===== config.mk =====
export PLATFORM = sky130hd
export DESIGN_NAME = wtu_top
export DESIGN_NICKNAME = d
export VERILOG_FILES = /design/src/wtu_pkg.sv /design/src/wtu_top.sv
export SDC_FILE = /design/constraint.sdc
export NUM_CORES = 1
export LEC_CHECK = 0
export BUFFER_PORTS_ARGS = -buffer_cell sky130_fd_sc_hd__buf_2
export CAP_MARGIN = 20
export CORE_UTILIZATION = 58
export DETAILED_ROUTE_END_ITERATION = 7
export GPL_TIMING_DRIVEN = 1
export PLACE_DENSITY = 0.93
export SLEW_MARGIN = 30
export SYNTH_ARGS = -nofsm -noshare
export SYNTH_HDL_FRONTEND = slang
export SYNTH_SLANG_ARGS = --single-unit

===== constraint.sdc =====
create_clock -name CLK_I -period 6.9 [get_ports CLK_I]
set_input_delay 0.69 -clock CLK_I [delete_from_list [all_inputs] [get_ports CLK_I]]
set_output_delay 0.69 -clock CLK_I [all_outputs]
set_load 0.02 [all_outputs]

===== src/wtu_pkg.sv =====
// Package with constants, carrier structs and state types of the watchdog timer unit.
package wtu_pkg;

  // System clock and the low-power RC oscillator rate that the watchdog counts from.
  localparam int unsigned CLK_HZ = 100_000_000;
  localparam int unsigned OSC_HZ = 32_000;
  localparam int unsigned TICK_CYCLES = CLK_HZ / OSC_HZ;
  localparam int unsigned TICK_W = $clog2(TICK_CYCLES);

  // Base time-out of the prescaler alone, in microseconds, and the divide ratios derived from it.
  localparam int unsigned BASE_TMO_SHORT_US = 1000;
  localparam int unsigned BASE_TMO_LONG_US = 4000;
  localparam int unsigned PRE_SHORT_DIV = BASE_TMO_SHORT_US * OSC_HZ / 1_000_000;
  localparam int unsigned PRE_LONG_DIV = BASE_TMO_LONG_US * OSC_HZ / 1_000_000;
  localparam int unsigned PRE_SHORT_LOG2 = $clog2(PRE_SHORT_DIV);
  localparam int unsigned PRE_LONG_LOG2 = $clog2(PRE_LONG_DIV);
  localparam int unsigned PRE_W = PRE_LONG_LOG2;
  localparam int unsigned POST_SEL_W = 4;
  localparam int unsigned POST_W = 15;
  localparam int unsigned ELAPSED_W = PRE_W + POST_W + 1;

  // Register byte offsets.
  localparam logic [3:0] REG_CONFIG_OFS = 4'h0;
  localparam logic [3:0] REG_RESET_CTRL_OFS = 4'h4;
  localparam logic [3:0] REG_STATUS_OFS = 4'h8;

  // Watchdog configuration word fields.
  localparam int unsigned CFG_POST_LSB = 0;
  localparam int unsigned CFG_PRESCALE_BIT = 4;
  localparam int unsigned CFG_WINDOW_DISABLE_BIT = 6;
  localparam int unsigned CFG_HARD_ENABLE_BIT = 7;
  localparam logic [7:0] CONFIG_RESET = 8'hdf;

  // Reset control register fields.
  localparam int unsigned RC_IDLE_BIT = 2;
  localparam int unsigned RC_SLEEP_BIT = 3;
  localparam int unsigned RC_TIMEOUT_BIT = 4;
  localparam int unsigned RC_SOFT_ENABLE_BIT = 5;
  localparam int unsigned RC_EARLY_KICK_BIT = 6;

  // Status register fields.
  localparam int unsigned ST_ELAPSED_LSB = 0;
  localparam int unsigned ST_RUNNING_BIT = 24;
  localparam int unsigned ST_OSC_BIT = 25;
  localparam int unsigned ST_PWR_LSB = 26;
  localparam int unsigned ST_LOCK_BIT = 28;

  typedef enum logic [1:0] {WTU_RUN, WTU_SLEEP, WTU_IDLE} wtu_pwr_type;

  typedef struct packed {
    logic read;
    logic write;
    logic [3:0] address;
    logic [31:0] writedata;
    logic [3:0] byteenable;
  } wtu_avs_req_type;

  typedef struct packed {
    wtu_pwr_type pwr;
    logic [TICK_W-1:0] tick;
    logic [PRE_W-1:0] pre;
    logic [POST_W-1:0] post;
    logic [7:0] cfg;
    logic cfg_lock;
    logic soft_enable_bit;
    logic timeout_flag;
    logic sleep_flag;
    logic idle_flag;
    logic early_flag;
    logic waitreq;
    logic [31:0] rdata;
    logic rst_pulse;
    logic wake_pulse;
    logic osc_en;
  } wtu_state_type;

  localparam wtu_state_type STATE_RESET = '{
    pwr: WTU_RUN, tick: '0, pre: '0, post: '0, cfg: CONFIG_RESET, cfg_lock: 1'b0,
    soft_enable_bit: 1'b0, timeout_flag: 1'b0, sleep_flag: 1'b0, idle_flag: 1'b0,
    early_flag: 1'b0, waitreq: 1'b1, rdata: 32'h0000_0000, rst_pulse: 1'b0,
    wake_pulse: 1'b0, osc_en: 1'b0};

endpackage


===== src/wtu_top.sv =====
// Watchdog timer unit with prescaler, postscaler, window mode and an Avalon-MM register slave.
//
// Function
// - Count from RC oscillator; enabling starts the oscillator.
// - Prescaler divides by 32 or 128.
// - Prescaler alone gives 1 ms or 4 ms.
// - Postscaler ratio 1:1 to 1:32768 from four bits.
// - Any device reset clears all counts.
// - Completed clock switch clears all counts.
// - Entering and leaving sleep or idle clears counts.
// - Kick instruction in normal running clears counts.
// - Keeps counting asleep; time-out wakes, no reset.
// - Hard enable fuse set forces watchdog always on.
// - Fuse clear: soft enable bit gates the watchdog.
// - Every device reset clears the soft enable bit.
// - Window mode: kick before last quarter resets device.
// - Time-out sets sticky flag; only software clears it.
`timescale 1ns/1ps
`default_nettype none

module wtu_top (
  // Clock, reset and clock enable.
  input wire logic CLK_I,
  input wire logic SRST_I,
  input wire logic CE_I,
  // Avalon-MM register slave.
  input wire wtu_pkg::wtu_avs_req_type AVS_I,
  output logic [31:0] AVS_READDATA_O,
  output logic AVS_WAITREQUEST_O,
  // Core events.
  input wire logic DEV_RESET_I,
  input wire logic CLK_SWITCH_DONE_I,
  input wire logic KICK_I,
  input wire logic POWER_SAVE_I,
  input wire logic POWER_SAVE_SLEEP_I,
  input wire logic WAKE_EVENT_I,
  // Watchdog outputs.
  output logic WATCHDOG_RESET_O,
  output logic WAKE_O,
  output logic OSC_EN_O,
  output logic WATCHDOG_RUNNING_O
);
  import wtu_pkg::*;

  wtu_state_type s_reg;
  wtu_state_type s_next;

  logic enabled;
  logic tick_hit;
  logic [2:0] shamt;
  logic [PRE_W-1:0] pre_max;
  logic [POST_W-1:0] post_max;
  logic [ELAPSED_W-1:0] elapsed;
  logic [ELAPSED_W-1:0] period;
  logic [ELAPSED_W-1:0] threshold;
  logic win_open;
  logic timeout;
  logic kick_run;
  logic early;
  logic entering;
  logic waking;
  logic wd_reset;
  logic clear_counts;
  logic bus_req;
  logic bus_access;
  logic bus_done;
  logic [31:0] rd_value;

  always_comb begin
    s_next = s_reg;
    s_next.rst_pulse = 1'b0;
    s_next.wake_pulse = 1'b0;

    // The fuse overrides the soft bit, so clearing the soft bit cannot stop a fused watchdog.
    enabled = s_reg.cfg[CFG_HARD_ENABLE_BIT] | s_reg.soft_enable_bit;
    s_next.osc_en = enabled;

    // One tick per oscillator period, derived from the system clock.
    tick_hit = enabled && (s_reg.tick == TICK_W'(TICK_CYCLES - 1));
    if (!enabled || tick_hit) begin
      s_next.tick = '0;
    end else begin
      s_next.tick = s_reg.tick + TICK_W'(1);
    end

    // Prescaler ratio and postscaler limit.
    if (s_reg.cfg[CFG_PRESCALE_BIT]) begin
      shamt = 3'(PRE_LONG_LOG2);
      pre_max = PRE_W'(PRE_LONG_DIV - 1);
    end else begin
      shamt = 3'(PRE_SHORT_LOG2);
      pre_max = PRE_W'(PRE_SHORT_DIV - 1);
    end
    post_max = ~({POST_W{1'b1}} << s_reg.cfg[CFG_POST_LSB +: POST_SEL_W]);

    // Ticks elapsed in the current period and the start of its last quarter.
    elapsed = (ELAPSED_W'(s_reg.post) << shamt) | ELAPSED_W'(s_reg.pre);
    period = ELAPSED_W'(1) << (5'(shamt) + 5'(s_reg.cfg[CFG_POST_LSB +: POST_SEL_W]));
    threshold = period - (period >> 2);
    win_open = (elapsed >= threshold);

    timeout = tick_hit && (s_reg.pre == pre_max) && (s_reg.post == post_max);

    // Prescaler feeds the postscaler.
    if (tick_hit) begin
      if (s_reg.pre == pre_max) begin
        s_next.pre = '0;
        s_next.post = s_reg.post + POST_W'(1);
      end else begin
        s_next.pre = s_reg.pre + PRE_W'(1);
      end
    end

    kick_run = KICK_I && (s_reg.pwr == WTU_RUN);
    early = kick_run && enabled && !s_reg.cfg[CFG_WINDOW_DISABLE_BIT] && !win_open;
    entering = POWER_SAVE_I && (s_reg.pwr == WTU_RUN);
    waking = (s_reg.pwr != WTU_RUN) && (WAKE_EVENT_I || timeout);
    wd_reset = (timeout && (s_reg.pwr == WTU_RUN)) || early;

    // Avalon-MM slave: waitrequest drops one cycle after a request is seen.
    bus_req = AVS_I.read || AVS_I.write;
    bus_access = bus_req && s_reg.waitreq;
    bus_done = bus_req && !s_reg.waitreq;
    s_next.waitreq = !bus_access;

    rd_value = 32'h0000_0000;
    unique case (AVS_I.address)
      REG_CONFIG_OFS: begin
        rd_value[7:0] = s_reg.cfg;
      end
      REG_RESET_CTRL_OFS: begin
        rd_value[RC_IDLE_BIT] = s_reg.idle_flag;
        rd_value[RC_SLEEP_BIT] = s_reg.sleep_flag;
        rd_value[RC_TIMEOUT_BIT] = s_reg.timeout_flag;
        rd_value[RC_SOFT_ENABLE_BIT] = s_reg.soft_enable_bit;
        rd_value[RC_EARLY_KICK_BIT] = s_reg.early_flag;
      end
      REG_STATUS_OFS: begin
        rd_value[ST_ELAPSED_LSB +: ELAPSED_W] = elapsed;
        rd_value[ST_RUNNING_BIT] = enabled;
        rd_value[ST_OSC_BIT] = s_reg.osc_en;
        rd_value[ST_PWR_LSB +: 2] = s_reg.pwr;
        rd_value[ST_LOCK_BIT] = s_reg.cfg_lock;
      end
      default: begin
        rd_value = 32'h0000_0000;
      end
    endcase
    if (bus_access && AVS_I.read) begin
      s_next.rdata = rd_value;
    end

    // Writes take effect at the edge where the master sees waitrequest low.
    if (bus_done && AVS_I.write && AVS_I.byteenable[0]) begin
      unique case (AVS_I.address)
        REG_CONFIG_OFS: begin
          // Behaves like a fuse word: the first write after reset sticks.
          if (!s_reg.cfg_lock) begin
            s_next.cfg = AVS_I.writedata[7:0];
            s_next.cfg_lock = 1'b1;
          end
        end
        REG_RESET_CTRL_OFS: begin
          s_next.soft_enable_bit = AVS_I.writedata[RC_SOFT_ENABLE_BIT];
          s_next.timeout_flag = AVS_I.writedata[RC_TIMEOUT_BIT];
          s_next.sleep_flag = AVS_I.writedata[RC_SLEEP_BIT];
          s_next.idle_flag = AVS_I.writedata[RC_IDLE_BIT];
          s_next.early_flag = AVS_I.writedata[RC_EARLY_KICK_BIT];
        end
        default: begin
        end
      endcase
    end

    // Power-save sequencing.
    unique case (s_reg.pwr)
      WTU_RUN: begin
        if (entering) begin
          if (POWER_SAVE_SLEEP_I) begin
            s_next.pwr = WTU_SLEEP;
            s_next.sleep_flag = 1'b1;
          end else begin
            s_next.pwr = WTU_IDLE;
            s_next.idle_flag = 1'b1;
          end
        end
      end
      WTU_SLEEP, WTU_IDLE: begin
        if (waking) begin
          s_next.pwr = WTU_RUN;
          s_next.wake_pulse = timeout;
        end
      end
      default: begin
        s_next.pwr = WTU_RUN;
      end
    endcase

    // Hardware sets are applied after the software write so an event is never lost.
    if (timeout) begin
      s_next.timeout_flag = 1'b1;
    end
    if (early) begin
      s_next.early_flag = 1'b1;
    end

    // A watchdog reset is itself a device reset.
    if (wd_reset) begin
      s_next.rst_pulse = 1'b1;
      s_next.soft_enable_bit = 1'b0;
      s_next.pwr = WTU_RUN;
    end
    if (DEV_RESET_I) begin
      s_next.soft_enable_bit = 1'b0;
      s_next.pwr = WTU_RUN;
    end

    clear_counts = !enabled
                   || DEV_RESET_I
                   || CLK_SWITCH_DONE_I
                   || entering || waking
                   || kick_run
                   || timeout || early;
    if (clear_counts) begin
      s_next.pre = '0;
      s_next.post = '0;
    end
  end

  // The clock enable freezes everything, including the bus handshake.
  always_ff @(posedge CLK_I) begin
    if (SRST_I) begin
      s_reg <= STATE_RESET;
    end else if (CE_I) begin
      s_reg <= s_next;
    end
  end

  assign AVS_READDATA_O = s_reg.rdata;
  assign AVS_WAITREQUEST_O = s_reg.waitreq;
  assign WATCHDOG_RESET_O = s_reg.rst_pulse;
  assign WAKE_O = s_reg.wake_pulse;
  assign OSC_EN_O = s_reg.osc_en;
  assign WATCHDOG_RUNNING_O = s_reg.osc_en;

endmodule

`default_nettype wire


### Word-level counts from Yosys, hierarchy flattened

Cells that the tools add are included.

* muxes and demuxes: 31
* shift-type cells: 3
* equality and inequality tests: 9
* magnitude comparators: 1
* bitwise logic cells: 4
* add/sub/neg operators: 5
* reduce and logical (&&, ||, !) cells: 52

Operators by type and width (number)
* $mux W22: 2
* $mux W15: 2
* $ge A23 B23 Y1: 1
* $or A23 B7 Y23: 1
* $shl A1 B5 Y23 const A: 1
* $shl A15 B3 Y23: 1
* $sub A23 B21 Y23: 1
* $reduce_and A3 Y1: 6
* $mux W2: 8
* $add A15 B1 Y15 const B: 1
* $eq A15 B15 Y1: 1
* $logic_and A1 B1 Y1: 15
* $mux W5: 3
* $not A15 Y15: 1
* $pmux W5 S3: 1
* $shl A15 B4 Y15 const A: 1
* $mux W7: 2
* $reduce_bool A2 Y1: 7
* $add A12 B1 Y12 const B: 1
* $eq A12 B12 Y1 const B: 1
* $mux W12: 1
* $logic_or A1 B1 Y1: 11
* $mux W1: 9
* $ne A4 B4 Y1 const B: 2
* 18 further kinds: 25

* word-level logic and storage cells: 121
* bits of input ports: 51
* flip-flop bits (word level): 82

### Depth between registers and ports, before layout

Gate-level depths: netlist of the first run.

* word-level depth: 12
* mapped depth: 22

### Worst setup path before layout of the first run

OpenSTA, ideal clock, no wires.

* path kind: reg2reg
* from: register s_reg[46] in the netlist's numbering
* to: register s_reg[85] in the netlist's numbering
* slack: 1.721 ns
* required time: 6.828 ns
* cell stages (with the launch flop): 20
* data arrival time: 5.107 ns
* cells stage by stage: dfxtp_1 ha_1 nor4_1 inv_1 ha_1 o21a_1 o31a_1 nor3_1 mux2_2 a22oi_1 o211ai_1 ha_1 nand4_1 or4b_2 a31oi_1 o311a_1 nor4_1 nor3_1 nor4b_1 a2bb2oi_1

* word-level cells in the longest chain between the ends: 10
* elaborated cells on any way between the ends: 22
* classes of those cells: add/sub: 2; order compare: 1; eq/ne: 3; shift: 2; mux: 4; bitwise: 1; reduce/logical: 9

RTL lines
* start: declaration: line wtu_top.sv:45 `wtu_state_type s_reg;`
* start signal: assignment: line wtu_top.sv:235 `s_reg <= s_next;`
* $mux W2: line wtu_top.sv:87 `if (s_reg.cfg[CFG_PRESCALE_BIT]) begin`
* $add A3 B4 Y5: line wtu_top.sv:98 `period = ELAPSED_W'(1) << (5'(shamt) + 5'(s_reg.cfg[CFG_POST_LSB +: POST_SEL_W]));`
* $shl A1 B5 Y23: line wtu_top.sv:98
* $sub A23 B21 Y23: line wtu_top.sv:99 `threshold = period - (period >> 2);`
* $ge A23 B23 Y1: line wtu_top.sv:100 `win_open = (elapsed >= threshold);`
* $logic_not A1 Y1: line wtu_top.sv:115 `early = kick_run && enabled && !s_reg.cfg[CFG_WINDOW_DISABLE_BIT] && !win_open;`
* $logic_and A1 B1 Y1: line wtu_top.sv:115
* $logic_or A1 B1 Y1: line wtu_top.sv:118 `wd_reset = (timeout && (s_reg.pwr == WTU_RUN)) || early;`
* $ne A4 B4 Y1 (no source line) / $mux W2 (equally long branches)
* $reduce_and A3 Y1 (no source line) / $mux W2 (equally long branches)

Parallel ways exist; a longest one is shown, timed or not.
A chain may end at the register's enable or synchronous reset.

### Worst setup path in the final report of the first run

* from: register s_reg[43] in the netlist's numbering
* to: register s_reg[85] in the netlist's numbering

* word-level cells in the longest chain between the ends: 9
* elaborated cells on any way between the ends: 19
* classes of those cells: add/sub: 2; order compare: 1; eq/ne: 3; shift: 2; mux: 2; bitwise: 1; reduce/logical: 8

RTL lines (line)
* $add A3 B4 Y5: wtu_top.sv:98
* $shl A1 B5 Y23: wtu_top.sv:98
* $sub A23 B21 Y23: wtu_top.sv:99
* $ge A23 B23 Y1: wtu_top.sv:100
* $logic_not A1 Y1: wtu_top.sv:115
* $logic_and A1 B1 Y1: wtu_top.sv:115
* $logic_or A1 B1 Y1: wtu_top.sv:118
* $ne A4 B4 Y1 (no source line) / $mux W2 (equally long branches)
* $reduce_and A3 Y1 (no source line) / $mux W2 (equally long branches)

Parallel ways exist; a longest one is shown, timed or not.

==> results of run 1 <==
==> layer usage <==
metal | track usage [%] | wire length [um] | vias up
met5 | 0 | 0 | -
met4 | 15.2 | 696 | 0
met3 | 5.15 | 1370 | 66
met2 | 48.4 | 7810 | 343
met1 | 39.2 | 6990 | 2870
li1 | - | - | 2950
==> synthesized netlist by cell type (all sizes together) (5+ instances only) <==
| cell | count |
|---|---|
| a211o | 5 |
| a211oi | 6 |
| a21o | 11 |
| a21oi | 66 |
| a221oi | 7 |
| a22oi | 6 |
| a31oi | 6 |
| and2 | 9 |
| and3 | 17 |
| buf | 53 |
| clkbuf | 34 |
| dfxtp | 81 |
| ha | 40 |
| inv | 25 |
| mux2 | 13 |
| mux2i | 15 |
| nand2 | 78 |
| nand2b | 9 |
| nand3 | 41 |
| nand4 | 16 |
| nor2 | 73 |
| nor2b | 11 |
| nor3 | 18 |
| nor4 | 8 |
| o211ai | 13 |
| o21a | 6 |
| o21ai | 31 |
| o31ai | 7 |
| or3 | 15 |
| or4 | 9 |
| xnor2 | 12 |
| xor2 | 19 |
==> where the power goes <==
part           internal (mW)  switching, mW
clock                  0.180          0.189
sequential             0.472        0.00597
combinational         0.0467         0.0804
total                  0.699          0.276
==> cells in the final DEF (no fill, tap or decap), drive strengths merged, types with 7 or more instances in the layout <==
cell type / Yosys / final
a21oi: 66 / 66
nor2: 73 / 73
or3: 15 / 15
or4: 9 / 9
buf: 53 / 67
nor4: 8 / 8
xor2: 19 / 19
and3: 17 / 17
clkbuf: 34 / 11
nand3: 41 / 41
xnor2: 12 / 12
a21o: 11 / 11
o21ai: 31 / 31
nor2b: 11 / 11
nand2: 78 / 78
a221oi: 7 / 7
and2: 9 / 9
conb: 2 / 15
nand2b: 9 / 9
mux2: 13 / 13
o211ai: 13 / 13
ha: 40 / 40
mux2i: 15 / 15
nand4: 16 / 16
dfxtp: 81 / 81
nor3: 18 / 18
o31ai: 7 / 7
inv: 25 / 26
==> how the worst min path moves through the flow <==
stage,to,cells after the start,from
after floorplan,AVS_READDATA_O[20]$_SDFFE_PP0P_,2,AVS_READDATA_O[20]$_SDFFE_PP0P_
after global placement,AVS_READDATA_O[13]$_SDFFE_PP0P_,2,AVS_READDATA_O[13]$_SDFFE_PP0P_
after global routing,AVS_READDATA_O[15]$_SDFFE_PP0P_,2,AVS_READDATA_O[15]$_SDFFE_PP0P_
after detailed placement,AVS_READDATA_O[13]$_SDFFE_PP0P_,2,AVS_READDATA_O[13]$_SDFFE_PP0P_
after CTS,AVS_READDATA_O[13]$_SDFFE_PP0P_,2,AVS_READDATA_O[13]$_SDFFE_PP0P_
final,AVS_READDATA_O[13]$_SDFFE_PP0P_,2,AVS_READDATA_O[13]$_SDFFE_PP0P_
==> worst min-delay path: stages, from the launching register on <==
cell and delay [ns]:
dfxtp_1 0.31, nand2_1 0.05, a21oi_1 0.05
==> metrics by stage <==
stage	utilization [%]	total power [mW]	hold slack, ns
5_1_grt	63.4	1.00	0.480
3_5_place_dp	61.5	0.609	0.443
2_1_floorplan	-	0.581	0.432
3_3_place_gp	61.4	0.606	0.437
6_report	63.4	0.975	0.452
4_1_cts	63.4	0.969	0.454
==> logic make-up after synthesis <==
family,synth area share [%]
buffers and inverters,9.23
DFF,25.8
xor gates and xnor gates,4.32
muxes,4.71
adders and majority gates,8.27
AOI/OAI and AO/OA,21.8
other,0.119
and+or+nand+nor,25.8
==> area by class of cell <==
type                       instances  area, um2
inverter                          27        101
multi-input combinational        640       4150
sequential                        81       1620
clock buffer                      11        141
fill                             849       3810
tap                              136        170
timing repair buffer              67        365
clock inverter                     5       63.8
==> results.ini, run 1 <==
[synth]
synth_area_um2=6290
synth_cells=822
yosys_most_used_dff=dfxtp_1
synth_edf_count=0
netlist.area_leader.share_pct=25.8
yosysWarningCount=0
ys_ff_latch=81
synth-seq-area-share_pct=25.8
synth.area.top_cells=dfxtp_1, ha_1, a21oi_1
avgSynthCellArea_um2=7.65
ys_async_sr_fraction_pct=0
synth_top_cell_by_area=dfxtp_1
synth_cell_types=72

[floorplan]
start_util_pct=60.4
die_w_um=106
std_cell_rows=37
chipHeight_um=106
die_area_um2=11300
pin_count=88
core_region_area_um2=10400

[placed_design]
pre_cts_slack_ns=1.31
hpwl_um=12100
placed_area_um2=6400
numPortBuffers=55
gp_congestion=0.944
dp_cells=951

[sta]
setup_viol=0
fmax_mhz=174
final-hold-violation-count=0
slew_headroom_pct=34.8
tightest_slew_ns=0.978
setup_ws_ns=1.14
period_needed_ns=5.76
finalCritPeriodShare_pct=83.5
timing.setup.tns_ns=0
finClkSkew_ns=0.0128
final_max_slew_viol_count=0
rsz0062_at_grt=false

[finish]
areaGrowthSynthToFinish_pct=5.05
insertedDiodeCount=0
stdcell_area_um2=6610
layout.nets=918
largest_reg_flops=50
stdcell_count=967
layout-drive-gt1-share_pct=13.6

[grt]
grt_pass1_vias=5565
grt_overflow=0
grt_first_pass_wirelength_um=27100
grt_util_all_layers_pct=30.3
grt_max_degree=51
grt_antenna_before_repair=0

[worst_setup_path]
cp_num_cells=22
end_kind=flip-flop
slowest_stage=or4b_2
worstReg2RegStart=s_reg[43]$_SDFFE_PP1P_
cp-endpoint=s_reg[85]$_SDFFE_PP0P_
reg2regPathDepth=22
cp-startpoint=s_reg[43]$_SDFFE_PP1P_
crit_required_ns=7.21
r2r_setup_slack_ns=1.14
cp_max_fo=20
reg2reg_to=s_reg[85]$_SDFFE_PP0P_
startpoint_type=flip-flop
arrival_ns=6.07
cp_top_family=simple AND/OR/NAND/NOR gates
path_buf_inv=3
cp_cell_sequence=buf_4 -> ha_1 -> buf_4 -> nor2b_1 -> nand2_1 -> ha_1 -> o21a_1 -> o31a_1 -> or3_1 -> a2111oi_0 -> o21ai_0 -> o211ai_1 -> ha_1 -> nand4_1 -> or4b_2 -> a31oi_1 -> o311a_1 -> nor4_1 -> nor3_1 -> buf_4 -> nor4b_1 -> a2bb2oi_1
cpPeakStageDelay_ns=0.62
crit_type=reg -> reg

[routing]
drc=0
viasPerCell=6.44
first_pass_iters=5
vias=6229
ant_nets=0
drt-total-wl_um=16900
drt_iter0_markers=658
wl_per_cell_um=17.4

[clock_network]
worstSkewPairLatency_ns=0.38
cts.sinks=81
clockRootBuffer=clkbuf_8
ctsResizeCount=0
tritoncts=built
clk_pin_slew_worst_paths_ns=0.09
h-tree-depth=3
post_cts_buffers=0
postCtsHoldBufs=0
cts_inserted_buffers=9
clockBufferDepth=2

[power]
irDropWorstVdd_v=0.000180
cellLeakagePower_nw=2.75
powerDensity_nw_per_um2=147

[run]
drv_cap=0

[worst_hold_path]
hp-class=reg -> reg

[run_status]
outcome=finished clean

Note: power is estimated with default switching activity, not from simulation.
==> run 2, diff against run 1 <==
CORE_UTILIZATION = 53   (was 58)
PLACE_DENSITY = 0.9   (was 0.93)
clock period = 4.9 ns   (was 6.9 ns; I/O delays follow)
==> results.ini, run 2 (same netlist as run 1, synthesis figures left out) <==
[routing]
first_pass_iters=5  ; unchanged
vias=6355  ; was 6229
drt-total-wl_um=17500  ; was 16900 um
viasPerCell=6.41  ; was 6.44
ant_nets=0  ; unchanged
wl_per_cell_um=17.6  ; was 17.4 um
drc=0  ; unchanged
drt_iter0_markers=735  ; was 658

[clock_network]
postCtsHoldBufs=0  ; unchanged
clockBufferDepth=2  ; unchanged
cts_inserted_buffers=9  ; unchanged
h-tree-depth=3  ; unchanged
cts.sinks=81  ; unchanged
worstSkewPairLatency_ns=0.34  ; was 0.38 ns
clockRootBuffer=clkbuf_16  ; was clkbuf_8
tritoncts=built  ; unchanged
clk_pin_slew_worst_paths_ns=0.07  ; was 0.09 ns

[grt]
grt_first_pass_wirelength_um=27500  ; was 27100 um
grt_max_degree=51  ; unchanged
grt_util_all_layers_pct=27.7  ; was 30.3%
grt_overflow=0  ; unchanged
grt_util_met2_pct=45.5  ; was 48.4%
grt_pass1_vias=5593  ; was 5565
globalRoute.busiestLayer=met2  ; unchanged
grt_antenna_before_repair=1  ; was 0
grtUsageMet1_pct=35.5  ; was 39.2%
grtUsageMet3_pct=4.37  ; was 5.15%

[floorplan]
die_w_um=111  ; was 106 um
std_cell_rows=39  ; was 37
start_util_pct=54.6  ; was 60.4%
pin_count=88  ; unchanged
chipHeight_um=111  ; was 106 um
core_region_area_um2=11500  ; was 10400 um2
die_area_um2=12300  ; was 11300 um2

[power]
finalPower_mw=1.56  ; was 975 uW
powerDensity_nw_per_um2=224  ; was 147 nW/um2
irDropWorstVdd_v=0.000233  ; was 0.000180 V
cellLeakagePower_nw=2.91  ; was 2.75 nW

[worst_setup_path]
crit_type=reg -> reg  ; unchanged
reg2reg_to=s_reg[85]$_SDFFE_PP0P_  ; unchanged
crit_required_ns=5.14  ; was 7.21 ns
end_kind=flip-flop  ; unchanged
cp-startpoint=s_reg[46]$_SDFFE_PP1P_  ; was s_reg[43]$_SDFFE_PP1P_
arrival_ns=4.85  ; was 6.07 ns
cp-endpoint=s_reg[85]$_SDFFE_PP0P_  ; unchanged
reg2regPathDepth=21  ; was 22
startpoint_type=flip-flop  ; unchanged
worstReg2RegStart=s_reg[46]$_SDFFE_PP1P_  ; was s_reg[43]$_SDFFE_PP1P_
r2r_setup_slack_ns=0.29  ; was 1.14 ns
cp_max_fo=4  ; was 20

[sta]
finClkSkew_ns=0.00682  ; was 0.0128 ns
finalCritPeriodShare_pct=94.1  ; was 83.5%
period_needed_ns=4.61  ; was 5.76 ns
final_max_slew_viol_count=0  ; unchanged
tightest_slew_ns=1.01  ; was 0.978 ns
setup_ws_ns=0.290  ; was 1.14 ns
final-hold-violation-count=0  ; unchanged
rsz0062_at_grt=false  ; unchanged
fmax_mhz=217  ; was 174 MHz
slew_headroom_pct=33.0  ; was 34.8%
setup_viol=0  ; unchanged

[placed_design]
hpwl_um=12400  ; was 12100 um
numPortBuffers=55  ; unchanged
gp_congestion=0.975  ; was 0.944
pre_cts_slack_ns=-0.108  ; was 1.31 ns
dp_cells=974  ; was 951

[finish]
largest_reg_flops=50  ; unchanged
fillers=956  ; was 849
areaGrowthSynthToFinish_pct=10.7  ; was 5.05%
stdcell_count=992  ; was 967
insertedDiodeCount=0  ; unchanged
layout-drive-gt1-share_pct=17.3  ; was 13.6%
layout.nets=936  ; was 918
layout_commonest_cell=dfxtp_1  ; unchanged
final_cell_mix=dfxtp_1, nand2_1, nor2_1, a21oi_1, buf_2  ; unchanged

[run_status]
outcome=finished clean  ; unchanged

[run]
drv_cap=0  ; unchanged

[worst_hold_path]
hp-class=in -> reg  ; was reg -> reg

[run 2: routing by layer]
layer | up-vias | share of wire (%)
met2 | 362 | 46
met1 | 2935 | 41
met4 | 2 | 4.5
met5 | - | 0.074
li1 | 2979 | -
met3 | 77 | 8.5
[run 2: per-stage QoR]
step	TNS, ns	instance area [um2]	hold slack [ns]	util (%)
final	0	6960	0.379	60.5
after CTS	0	6870	0.373	59.7
after global routing	0	6960	0.382	60.5
after floorplan	0	6370	0.432	-
after global placement	0	6550	0.438	56.9
after detailed placement	-0.108	6550	0.440	56.9
[run 2: critical path: stages, from the launching register on]
cell and delay, ns:
dfxtp_2 0.34, ha_4 0.19, nor3_4 0.17, nand2_1 0.11, ha_1 0.29, inv_1 0.08
a21oi_1 0.06, o31a_1 0.27, or3_4 0.40, a2111oi_1 0.39, o21ai_0 0.13, o211ai_1 0.15
ha_1 0.29, nand4_1 0.10, nor2_1 0.08, a211o_1 0.29, o311a_1 0.34, nor4_1 0.27
nor3_1 0.09, buf_4 0.17, nor4b_4 0.13, a2bb2oi_2 0.17
[run 2: cell type report]
cell class / instances / area [um2] / share of cell area [%]
Multi-Input combinational cell: 640 / 4260 / 61.1
Sequential cell: 81 / 1620 / 23.3
Timing Repair Buffer: 85 / 500 / 7.19
Clock buffer: 9 / 225 / 3.24
Tap cell: 143 / 179 / 2.57
Inverter: 27 / 101 / 1.46
Clock inverter: 7 / 76.3 / 1.10
[run 2: worst min-delay path by stage]
stage | start | end | slack [ns] | cells past startpoint
after floorplan | AVS_READDATA_O[20]$_SDFFE_PP0P_ | AVS_READDATA_O[20]$_SDFFE_PP0P_ | 0.43 | 2
after global placement | AVS_READDATA_O[11]$_SDFFE_PP0P_ | AVS_READDATA_O[11]$_SDFFE_PP0P_ | 0.44 | 2
after detailed placement | AVS_READDATA_O[20]$_SDFFE_PP0P_ | AVS_READDATA_O[20]$_SDFFE_PP0P_ | 0.44 | 2
after CTS | AVS_I[11] | s_reg[49]$_SDFFE_PP1P_ | 0.37 | 3
after global routing | AVS_I[5] | s_reg[43]$_SDFFE_PP1P_ | 0.38 | 2
final | AVS_I[11] | s_reg[49]$_SDFFE_PP1P_ | 0.38 | 3
[run 2: repair_timing]
| action | 4_1_cts | 5_1_grt |
|---|---|---|
| gates cloned | 0 | 0 |
| buffers inserted | 0 | 2 |
| setup endpoints to repair | 3 | 5 |
| pin swaps | 0 | 7 |
| gates resized for setup | 4 | 15 |
[run 2: power breakdown]
part | internal, mW | switching, mW
sequential | 0.666 | 0.00782
clock | 0.398 | 0.297
combinational | 0.0741 | 0.118
total | 1.14 | 0.423
